==> config.mk <==
export PLATFORM = sky130hd
export DESIGN_NAME = pfwc_ctrl
export DESIGN_NICKNAME = d
export VERILOG_FILES = /design/src/pfwc_ctrl.v /design/src/pfwc_latch_mem.v
export VERILOG_INCLUDE_DIRS = /design/src
export SDC_FILE = /design/constraint.sdc
export NUM_CORES = 1
export LEC_CHECK = 0
export ABC_AREA = 1
export BUFFER_PORTS_ARGS = -buffer_cell sky130_fd_sc_hd__buf_2
export CAP_MARGIN = 20
export CORE_MARGIN = 4
export CORE_UTILIZATION = 30
export CTS_CLUSTER_DIAMETER = 200
export DETAILED_ROUTE_END_ITERATION = 8
export PLACE_DENSITY = 0.53
export SLEW_MARGIN = 20
export SYNTH_ARGS = -nofsm -noshare
export SYNTH_HDL_FRONTEND = slang
export SYNTH_SLANG_ARGS = --single-unit
==> constraint.sdc <==
create_clock -name clock -period 2.2 [get_ports clock]
set_clock_uncertainty 0.05 [all_clocks]
set_input_delay 0.66 -clock clock [delete_from_list [all_inputs] [get_ports clock]]
set_output_delay 0.66 -clock clock [all_outputs]
set_load 0.01 [all_outputs]
==> src/pfwc_defs.vh <==
`ifndef PFWC_DEFS_VH
`define PFWC_DEFS_VH

// words in one flash row and the index width that selects one of them
`define PFWC_ROW_WORDS      32
`define PFWC_IDX_W          5
`define PFWC_IDX_LAST       5'h1f
`define PFWC_IDX_ZERO       5'h00
`define PFWC_IDX_ONE        5'h01

// flash word and pointer geometry
`define PFWC_WORD_W         14
`define PFWC_PTR_HIGH_W     7
`define PFWC_PTR_LOW_W      8
`define PFWC_WORD_HIGH_W    6
`define PFWC_WORD_LOW_W     8
`define PFWC_ADDR_W         15
`define PFWC_ROW_W          10

// value a write latch holds when it has not been loaded
`define PFWC_ERASED_WORD    14'h03ff

`endif

==> src/pfwc_ctrl.v <==
`timescale 1ns/1ns
`include "pfwc_defs.vh"

// Notes on behaviour
// - Setting go for an erase or row write while the pointer selects a protected location raises the fault flag.
// - An other_reset during a self-programming operation raises the fault flag; rst_n clears it.
// - An interrupted unlock sequence raises the fault flag.
// - Software may set the fault flag for test and must clear it, hardware clears it only on rst_n.
// - With erase select high, go erases the whole row of the pointer and ignores the data pair.
// - An erase or row write aimed at protection while enabled clears go, raises the fault, no flash change.
// - With erase low and load-only high, go copies the data pair into the latch chosen by low pointer bits.
// - With erase and load-only both low, go programs all latches into the addressed row.
// - After a row write every latch returns to the erased value.
module pfwc_ctrl #(
    parameter ROW_WORDS = `PFWC_ROW_WORDS
) (
    input  wire                          clock,
    input  wire                          rst_n,
    // software side
    input  wire                          go_set,
    input  wire                          erase_select,
    input  wire                          latch_load_only,
    input  wire [`PFWC_PTR_HIGH_W-1:0]   flash_pointer_high,
    input  wire [`PFWC_PTR_LOW_W-1:0]    flash_pointer_low,
    input  wire [`PFWC_WORD_HIGH_W-1:0]  flash_word_high,
    input  wire [`PFWC_WORD_LOW_W-1:0]   flash_word_low,
    input  wire                          protect_enable,
    input  wire [`PFWC_ADDR_W-1:0]       protect_limit,
    input  wire                          unlock_abort,
    input  wire                          other_reset,
    input  wire                          fault_set_sw,
    input  wire                          fault_clear_sw,
    output wire                          go_busy,
    output wire                          latches_ready,
    output wire                          program_fault_flag,
    // program flash array side
    output wire                          flash_erase_req,
    output wire                          flash_commit_req,
    output wire [`PFWC_ROW_W-1:0]        flash_row_addr,
    output wire                          flash_load_valid,
    output wire [`PFWC_IDX_W-1:0]        flash_load_index,
    output wire [`PFWC_WORD_W-1:0]       flash_load_data,
    input  wire                          flash_ack
);

    localparam [5:0] S_IDLE   = 6'b000001;
    localparam [5:0] S_LOAD   = 6'b000010;
    localparam [5:0] S_ERASE  = 6'b000100;
    localparam [5:0] S_STREAM = 6'b001000;
    localparam [5:0] S_COMMIT = 6'b010000;
    localparam [5:0] S_CLEAR  = 6'b100000;

    ////////////////////////////////////////////////////////////////////////////////

    reg  [5:0]                 state_q;
    reg  [5:0]                 state_d;
    reg  [`PFWC_IDX_W-1:0]     idx_q;
    reg  [`PFWC_IDX_W-1:0]     idx_d;
    reg                        go_q;
    reg                        go_d;
    reg                        fault_q;
    reg                        erase_req_q;
    reg                        erase_req_d;
    reg                        commit_req_q;
    reg                        commit_req_d;
    reg                        load_valid_q;
    reg  [`PFWC_IDX_W-1:0]     load_idx_q;
    reg  [`PFWC_ADDR_W-1:0]    op_addr_q;
    reg  [`PFWC_ADDR_W-1:0]    op_addr_d;
    reg  [`PFWC_WORD_W-1:0]    data_q;
    reg  [`PFWC_WORD_W-1:0]    data_d;

    wire [`PFWC_ADDR_W-1:0]    pointer;
    wire [`PFWC_WORD_W-1:0]    word_in;
    wire                       idle;
    wire                       accept;
    wire                       flash_op;
    wire                       protected_hit;
    wire                       reject;
    wire                       self_write;
    wire                       mem_wr_en;
    wire [`PFWC_IDX_W-1:0]     mem_wr_addr;
    wire [`PFWC_WORD_W-1:0]    mem_wr_data;
    wire                       mem_rd_en;
    wire                       fault_set;

    assign pointer       = {flash_pointer_high, flash_pointer_low};
    assign word_in       = {flash_word_high, flash_word_low};
    assign idle          = (state_q == S_IDLE);
    assign accept        = go_set & idle & ~other_reset;
    // load-only never touches flash, so protection does not apply to it
    assign flash_op      = erase_select | ~latch_load_only;
    // locations below the limit are the protected region
    assign protected_hit = protect_enable & (pointer < protect_limit);
    assign reject        = accept & flash_op & protected_hit;
    assign self_write    = (state_q == S_ERASE) | (state_q == S_STREAM) | (state_q == S_COMMIT);

    ////////////////////////////////////////////////////////////////////////////////
    // sequencer

    always @* begin
        state_d      = state_q;
        idx_d        = idx_q;
        go_d         = go_q;
        erase_req_d  = erase_req_q;
        commit_req_d = commit_req_q;
        op_addr_d    = op_addr_q;
        data_d       = data_q;
        case (state_q)
            S_IDLE: begin
                if (reject) begin
                    go_d = 1'b0;
                end else if (accept) begin
                    go_d      = 1'b1;
                    op_addr_d = pointer;
                    if (erase_select) begin
                        erase_req_d = 1'b1;
                        state_d     = S_ERASE;
                    end else if (latch_load_only) begin
                        data_d  = word_in;
                        state_d = S_LOAD;
                    end else begin
                        idx_d   = `PFWC_IDX_ZERO;
                        state_d = S_STREAM;
                    end
                end
            end
            S_LOAD: begin
                go_d    = 1'b0;
                state_d = S_IDLE;
            end
            S_ERASE: begin
                if (flash_ack) begin
                    erase_req_d = 1'b0;
                    go_d        = 1'b0;
                    state_d     = S_IDLE;
                end
            end
            S_STREAM: begin
                if (idx_q == `PFWC_IDX_LAST) begin
                    state_d = S_COMMIT;
                end else begin
                    idx_d = idx_q + `PFWC_IDX_ONE;
                end
            end
            S_COMMIT: begin
                // request waits one cycle so the last latch word lands first
                if (!commit_req_q) begin
                    commit_req_d = 1'b1;
                end else if (flash_ack) begin
                    commit_req_d = 1'b0;
                    idx_d        = `PFWC_IDX_ZERO;
                    state_d      = S_CLEAR;
                end
            end
            S_CLEAR: begin
                if (idx_q == `PFWC_IDX_LAST) begin
                    go_d    = 1'b0;
                    state_d = S_IDLE;
                end else begin
                    idx_d = idx_q + `PFWC_IDX_ONE;
                end
            end
            default: begin
                state_d = S_IDLE;
                go_d    = 1'b0;
            end
        endcase
        // any other reset aborts the sequence and erases the latches again
        if (other_reset) begin
            state_d      = S_CLEAR;
            idx_d        = `PFWC_IDX_ZERO;
            go_d         = 1'b0;
            erase_req_d  = 1'b0;
            commit_req_d = 1'b0;
        end
    end

    // after power-up the latches hold garbage, so start by clearing them
    always @(posedge clock or negedge rst_n) begin
        if (!rst_n) begin
            state_q      <= S_CLEAR;
            idx_q        <= `PFWC_IDX_ZERO;
            go_q         <= 1'b0;
            erase_req_q  <= 1'b0;
            commit_req_q <= 1'b0;
            op_addr_q    <= {`PFWC_ADDR_W{1'b0}};
            data_q       <= {`PFWC_WORD_W{1'b0}};
            load_valid_q <= 1'b0;
            load_idx_q   <= `PFWC_IDX_ZERO;
        end else begin
            state_q      <= state_d;
            idx_q        <= idx_d;
            go_q         <= go_d;
            erase_req_q  <= erase_req_d;
            commit_req_q <= commit_req_d;
            op_addr_q    <= op_addr_d;
            data_q       <= data_d;
            load_valid_q <= mem_rd_en & ~other_reset;
            load_idx_q   <= idx_q;
        end
    end

    ////////////////////////////////////////////////////////////////////////////////
    // fault flag: set wins over the software clear

    assign fault_set = reject
                     | (other_reset & self_write)
                     | unlock_abort
                     | fault_set_sw;

    always @(posedge clock or negedge rst_n) begin
        if (!rst_n) begin
            fault_q <= 1'b0;
        end else begin
            fault_q <= fault_set | (fault_q & ~fault_clear_sw);
        end
    end

    ////////////////////////////////////////////////////////////////////////////////
    // write latches

    assign mem_wr_en   = (state_q == S_LOAD) | (state_q == S_CLEAR);
    assign mem_wr_addr = (state_q == S_LOAD) ? op_addr_q[`PFWC_IDX_W-1:0] : idx_q;
    assign mem_wr_data = (state_q == S_LOAD) ? data_q : `PFWC_ERASED_WORD;
    assign mem_rd_en   = (state_q == S_STREAM);

    pfwc_latch_mem #(
        .DW (`PFWC_WORD_W),
        .AW (`PFWC_IDX_W)
    ) u_latches (
        .clock   (clock),
        .rst_n   (rst_n),
        .wr_en   (mem_wr_en),
        .wr_addr (mem_wr_addr),
        .wr_data (mem_wr_data),
        .rd_en   (mem_rd_en),
        .rd_addr (idx_q),
        .rd_data (flash_load_data)
    );

    ////////////////////////////////////////////////////////////////////////////////
    // outputs

    assign go_busy            = go_q;
    assign latches_ready      = idle;
    assign program_fault_flag = fault_q;
    assign flash_erase_req    = erase_req_q;
    assign flash_commit_req   = commit_req_q;
    assign flash_row_addr     = op_addr_q[`PFWC_ADDR_W-1:`PFWC_IDX_W];
    assign flash_load_valid   = load_valid_q;
    assign flash_load_index   = load_idx_q;

endmodule // pfwc_ctrl

==> src/pfwc_latch_mem.v <==
`timescale 1ns/1ns

module pfwc_latch_mem #(
    parameter DW = 14,
    parameter AW = 5
) (
    input  wire          clock,
    input  wire          rst_n,
    input  wire          wr_en,
    input  wire [AW-1:0] wr_addr,
    input  wire [DW-1:0] wr_data,
    input  wire          rd_en,
    input  wire [AW-1:0] rd_addr,
    output reg  [DW-1:0] rd_data
);

    reg [DW-1:0] mem [0:(1<<AW)-1];

    // array itself has no reset; owner clears it by walking the addresses
    always @(posedge clock) begin
        if (wr_en) begin
            mem[wr_addr] <= wr_data;
        end
    end

    always @(posedge clock or negedge rst_n) begin
        if (!rst_n) begin
            rd_data <= {DW{1'b0}};
        end else if (rd_en) begin
            rd_data <= mem[rd_addr];
        end
    end

endmodule // pfwc_latch_mem

---- Word level (Yosys, flattened, before mapping) ----
Memories as Yosys holds them, arrays and structs flattened. A register that Yosys moved wholly into a read port is not among the register bits.
Index checks and enable logic that the tools add are counted.
word-level totals
  latch bits .............................. 0
  output and inout port bits .............. 35
  bits in read-only memories .............. 0
  input bits .............................. 55
  register bits after elaboration ......... 50
  logic and storage cells ................. 105
  memories kept ........................... 1
  memory bits (writable) .................. 448
cells by class
  reduce and logical (&&, ||, !) cells .... 12
  bitwise gates (word level) .............. 21
  order comparisons ....................... 1
  muxes and demuxes ....................... 39
  divide/modulo/power cells ............... 0
  equality and inequality tests ........... 20
  shift-type cells ........................ 0
  multipliers ............................. 0
  $add $sub $neg .......................... 1
memory list
  memory         words  width  read ports  clocked after Yosys merged registers in  wr ports  RTL line             text
  u_latches.mem  32     14     1           1                                        1         pfwc_latch_mem.v:17  reg [DW-1:0] mem [0:(1<<AW)-1];
operators by type and width
  cell                                                                    number
  6-bit 2-to-1 mux                                                        8
  5-bit 2-to-1 mux                                                        9
  6-bit case mux with 5 select lines                                      1
  3-bit != test (second input constant)                                   9
  15-bit < comparator                                                     1
  1-bit 2-to-1 mux                                                        15
  5-bit case mux with 3 select lines                                      1
  14-bit 2-to-1 mux                                                       1
  5-bit AND reduction                                                     2
  1-bit bitwise AND                                                       8
  4-bit 2-to-1 mux                                                        2
  1-bit OR                                                                8
  8-bit AND reduction                                                     1
  7-bit AND reduction                                                     1
  6-bit by 1-bit equality test with 1-bit output (second input constant)  1
  6-bit by 2-bit equality test with 1-bit output (second input constant)  1
  6-bit by 3-bit equality test with 1-bit output (second input constant)  1
  6-bit by 4-bit equality test with 1-bit output (second input constant)  1
  6-bit by 5-bit equality test with 1-bit output (second input constant)  1
  6-bit equality test (second input constant)                             1
  3-bit by 2-bit != test with 1-bit output (second input constant)        2
  5-bit by 1-bit adder with 5-bit output (second input constant)          1
  5-bit equality test (second input constant)                             1
  1-bit inverter                                                          5
  11 further kinds                                                        12

---- Depth between registers and ports, before layout ----
  depth in word-level cells ............... 9
  depth in mapped cells ................... 14
  gate-level depth less buffers ........... 13

---- By module ----
Synthesis repeated with hierarchy kept, for this count alone.
second synthesis, totals
  cells, all modules ...................... 1964
  area, all modules ....................... 21608.2 um2
modules (own cells, without submodules)
  module          cells each  instances  area each (um2)
  pfwc_latch_mem  1578        1          18690.4
  pfwc_ctrl       386         1          2917.8

---- Worst setup path after synthesis ----
No wires, ideal clock.
  path type ............................... reg-to-reg
  from .................................... reg idx_q[0]
  to ...................................... mem u_latches.mem[24][0], enable pin
  setup slack ............................. -211 ps
  data required time ...................... 1766 ps
  cell stages (with the launch flop) ...... 9
  arrival ................................. 1976 ps
  period minus slack after synthesis ...... 2411 ps
  path buffers ............................ 3
  cells stage by stage .................... dfrtp_1 > buf_4 > inv_4 > buf_4 > buf_4 > nand2_1 > o21ai_1 > nand3_1 > nor2_1
on the way
  longest elaborated chain between the ends .. 1
RTL lines
  item                      RTL line             text
  start: declaration        pfwc_ctrl.v:57       reg [`PFWC_IDX_W-1:0] idx_q;
  start signal: assignment  pfwc_ctrl.v:183      idx_q <= `PFWC_IDX_ZERO;
  start signal: assignment  pfwc_ctrl.v:193      idx_q <= idx_d;
  5-bit 2-to-1 mux          pfwc_ctrl.v:224      assign mem_wr_addr = (state_q == S_LOAD) ? op_addr_q[`PFWC_IDX_W-1:0] : idx_q;
  end: declaration          pfwc_latch_mem.v:17
No other way between the ends.

---- Final worst setup path ----
  from .................................... reg state_q[5]
  to ...................................... out latches_ready
on the way
  longest elaborated chain between the ends .. 1
RTL lines
  item                                            RTL line         text
  start: declaration                              pfwc_ctrl.v:55   reg [5:0] state_q;
  start signal: assignment                        pfwc_ctrl.v:192  state_q <= state_d;
  6-bit by 1-bit equality test with 1-bit output  pfwc_ctrl.v:89   assign idle = (state_q == S_IDLE);
  end: declaration                                pfwc_ctrl.v:34   output wire latches_ready,
No other way between the ends.

==> results.md <==
- In this run the power density over the cells is 827 nW/um^2.
- Synthesis inferred 512 register bits.
- The final count of negative-setup-slack endpoints is 133.
- The detailed router put a total of 27400 um of wire on met1.
- The startpoint of the worst-slack reg-to-reg timing path is state_q[0]$_DFFE_PN0P_.
- For this run, the number of Yosys warnings is 0.
- The most common library cell in the layout ignoring fill and taps is sky130_fd_sc_hd__edfxtp_1.
- The floorplan has 97 rows.
- From synthesis to final layout, the design area changed by 24.0%.
- The number of max-slew violations in the final report is 0.
- The total detailed-routing wirelength is 58900 um.
- The height of the die is 275 um.
- The routed design uses 27000 um of met2 wire.
- The core region is 70400 um^2.
- Detailed routing placed a total of 3410 um of wire on met3.
- The clock slew at the register clock pins of the worst setup and hold paths is 0.06 ns.
- The cell area that synthesis handed to floorplanning was 21400 um^2.
- The final layout contains 2124 nets.
- The count of endpoints failing hold in the final timing report is 0.
- The biggest fanout along the worst timing path is 2.
- The highest attainable clock frequency is 441 MHz.
- In the final routed layout, each cell accounts on average for 19.4 um.
- The data required time of the critical path is 1.49 ns.
- The synthesized netlist cell count is 1865.
- Counting the buffers created by CTS gives 54.
- In the layout the commonest cells are 448 x sky130_fd_sc_hd__edfxtp_1, 435 x sky130_fd_sc_hd__nand2_1, 191 x sky130_fd_sc_hd__nor2_1, 173 x sky130_fd_sc_hd__o21ai_0, 91 x sky130_fd_sc_hd__a21oi_1.
- For the worst-skew pair, the clock arrives at the later sink with an insertion delay of 0.60 ns.
- The first TritonRoute pass finished after 5 iterations.
- The worst setup path is of the register to output port kind.
- The first global-routing pass estimated 88200 um of wire.
- The max-cap check violation count is 0.
- The layout cell share with drive strength beyond 1 is 0.200.
- The top routing layer in use is met4.
- The CTS sink count is 512.
- The highest ir drop seen on vdd is 0.587 mV.
- The count of pins on the block boundary is 90.
- The run finished, with violations left.
- Sorting the synthesized cells by area gives the leading types as sky130_fd_sc_hd__edfxtp_1 63%, sky130_fd_sc_hd__nand2_1 7.7%, sky130_fd_sc_hd__dfrtp_1 7.4%, sky130_fd_sc_hd__o21ai_0 4.1%, sky130_fd_sc_hd__nor2_1 4.0%.
- Dividing the final minimum period by the clock period gives 1.03.
- The total number of vias is 14459.
- The HPWL after detailed placement is 36700 um.
- The post-route DRC violation count is 0.
- The startpoint of the worst setup timing path is state_q[5]$_DFFE_PN1P_.
- The H-tree depth is 2.
- The effective utilization at floorplan is 0.305.
- The worst endpoint data arrival time is 1.56 ns.
- Entering global routing, the biggest net connects 68 pins.
- The leakage power summed over all cells is 0.0110 uW.
- sky130_fd_sc_hd__edfxtp_1 takes more of the synthesized area than any other cell.
- At the end of routability-driven placement, the weighted congestion stood at 0.819.
- The proportion of netlist area held by the largest area contributor is 0.627.
- The final worst setup slack is -0.0682 ns.
- Across all hold checks on the routed design, the worst slack comes to 0.230 ns.
- Summed over all layers, the global routing overflow is 0.
- The overall die width is 275 um.
- The transition time at the pin with the least slew margin is 0.572 ns.
- The number of distinct standard cells referenced by the synthesized netlist is 42.
- The cell at the root of the clock tree is sky130_fd_sc_hd__clkbuf_16.
- The vias per cell is 4.76.
- In this run the tightest slew margin relative to its limit is 0.617.
- For this run, the register share of the synthesized area comes to 0.702.
- The setup check on the worst reg-to-reg path leaves a slack of -0.02 ns.
- The number of antenna violations at the first check in global routing is 0.
- The start point of the worst hold path is fault_set_sw.
- Adding up every negative setup slack in the final design gives -1.00 ns.
- The TritonCTS clock tree is done.
- STA classifies the critical path startpoint as a register.
- The final reports fail on negative setup slack.
- The area enclosed by the die boundary is 75800 um^2.
- The DRC violation total after the first TritonRoute iteration is 1173.
- The worst hold path belongs to the class input port to register.
- The average cell area after synthesis is 11.5 um^2.
- The via count of the first global-routing pass came to 13989.
- The category of the worst setup path capture point is an output port.
- The detail route stage leaves a number of antenna-violating nets equal to 0.
- Synthesis produced a netlist with a net count of 1936.
- Counting I/O delays and the setup requirement, the final critical path takes 2.27 ns.
- For this run, the total global-route usage over all layers was measured as 0.153.
- Setup repair after global routing could not meet its margin everywhere.
- The count of buffers added on input and output ports is 89.
- The worst-case clock buffer depth is 3.
## flip-flops by register name, summed over array words and instances, names as in the netlist
name and flops:
data_q 14, flash_commit_req 1, flash_erase_req 1, flash_load_index 5, flash_load_valid 1, go_busy 1
idx_q 5, op_addr_q 15, program_fault_flag 1, state_q 6, u_latches.mem 448, u_latches.rd_data 14
## logic make-up after synthesis
kind of cell,count (synthesis),synth area share
AO/OA/AOI/OAI,359,0.0914
XOR/XNOR,1,0.000408
adder cells (fa/ha/maj),16,0.00934
buffers and inverters,195,0.0401
flip-flops,512,0.702
multiplexers,14,0.00910
AND/OR/NAND/NOR,768,0.148
## metal layers
metal  up-vias  global-route usage
li1       6861                   -
met4         0              0.0345
met1      7146               0.221
met3        78              0.0266
met2       374               0.241
met5         -                   0
## power breakdown
part	switching (uW)	total, uW	leakage [uW]	internal (uW)
registers	202	10900	0.00600	10700
logic	1510	2400	0.00416	889
clock network	3710	8660	0.000820	4950
total	5420	22000	0.0110	16600
## cell usage after synthesis, drive strengths merged
cell       n
a211oi     1
a21boi    28
a21oi     91
and2       1
buf       63
clkbuf    44
dfrtp     63
dfstp      1
edfxtp   448
ha        16
inv       88
mux2      14
nand2    441
nand3     58
nand3b     1
nand4     15
nor2     239
nor3       2
nor3b      1
o2111ai    1
o211ai     1
o21ai    180
o22ai     56
o311ai     1
or2       10
xor2       1
## worst max-delay path, cell delays in order, from the launching register on
cell                      delay (ns)
sky130_fd_sc_hd__dfstp_2        0.56
sky130_fd_sc_hd__nor2_4         0.05
sky130_fd_sc_hd__buf_6          0.12
sky130_fd_sc_hd__nand3_4        0.07
sky130_fd_sc_hd__inv_4          0.05
sky130_fd_sc_hd__buf_6          0.11
## what timing repair did
item	in CTS	in global routing
setup endpoints to repair	383	464
setup buffers	8	4
endpoints found under the hold margin	33	0
pin swaps	2	5
hold buffers	1	0
gates resized for setup	17	14
## final timing paths
kind                       depth (start not counted)                                 to
max in group asynchronous                          3  u_latches.rd_data[13]$_DFFE_PN0N_
setup / recovery                                   5                      latches_ready
setup reg to reg                                  10     u_latches.mem[4][12]$_DFFE_PP_
min in group asynchronous                          2           op_addr_q[5]$_DFFE_PN0P_
hold / removal                                     3       program_fault_flag$_DFF_PN0_
hold reg to reg                                    2           op_addr_q[5]$_DFFE_PN0P_
## through the flow
stage	std cells	util	setup slack (ns)	total power, uW	area, um^2
after global routing	3038	0.378	-0.146	22900	26600
after global placement	2924	0.351	-0.0576	13500	24700
final	3040	0.378	-0.0682	22000	26600
after floorplan	1865	-	-0.101	12500	21700
after detailed placement	2924	0.351	-0.0928	13500	24700
after CTS	3034	0.377	-0.118	22200	26500
## area by class of cell
type | count | area [um^2]
inverter | 88 | 342
fill | 6827 | 43800
multi-input combinational | 1158 | 5870
sequential | 512 | 15100
clock buffer | 68 | 1430
clock inverter | 33 | 240
timing repair buffer | 239 | 2460
tap | 940 | 1180
antenna | 2 | 5.00
(Power assumes the default switching activity.)
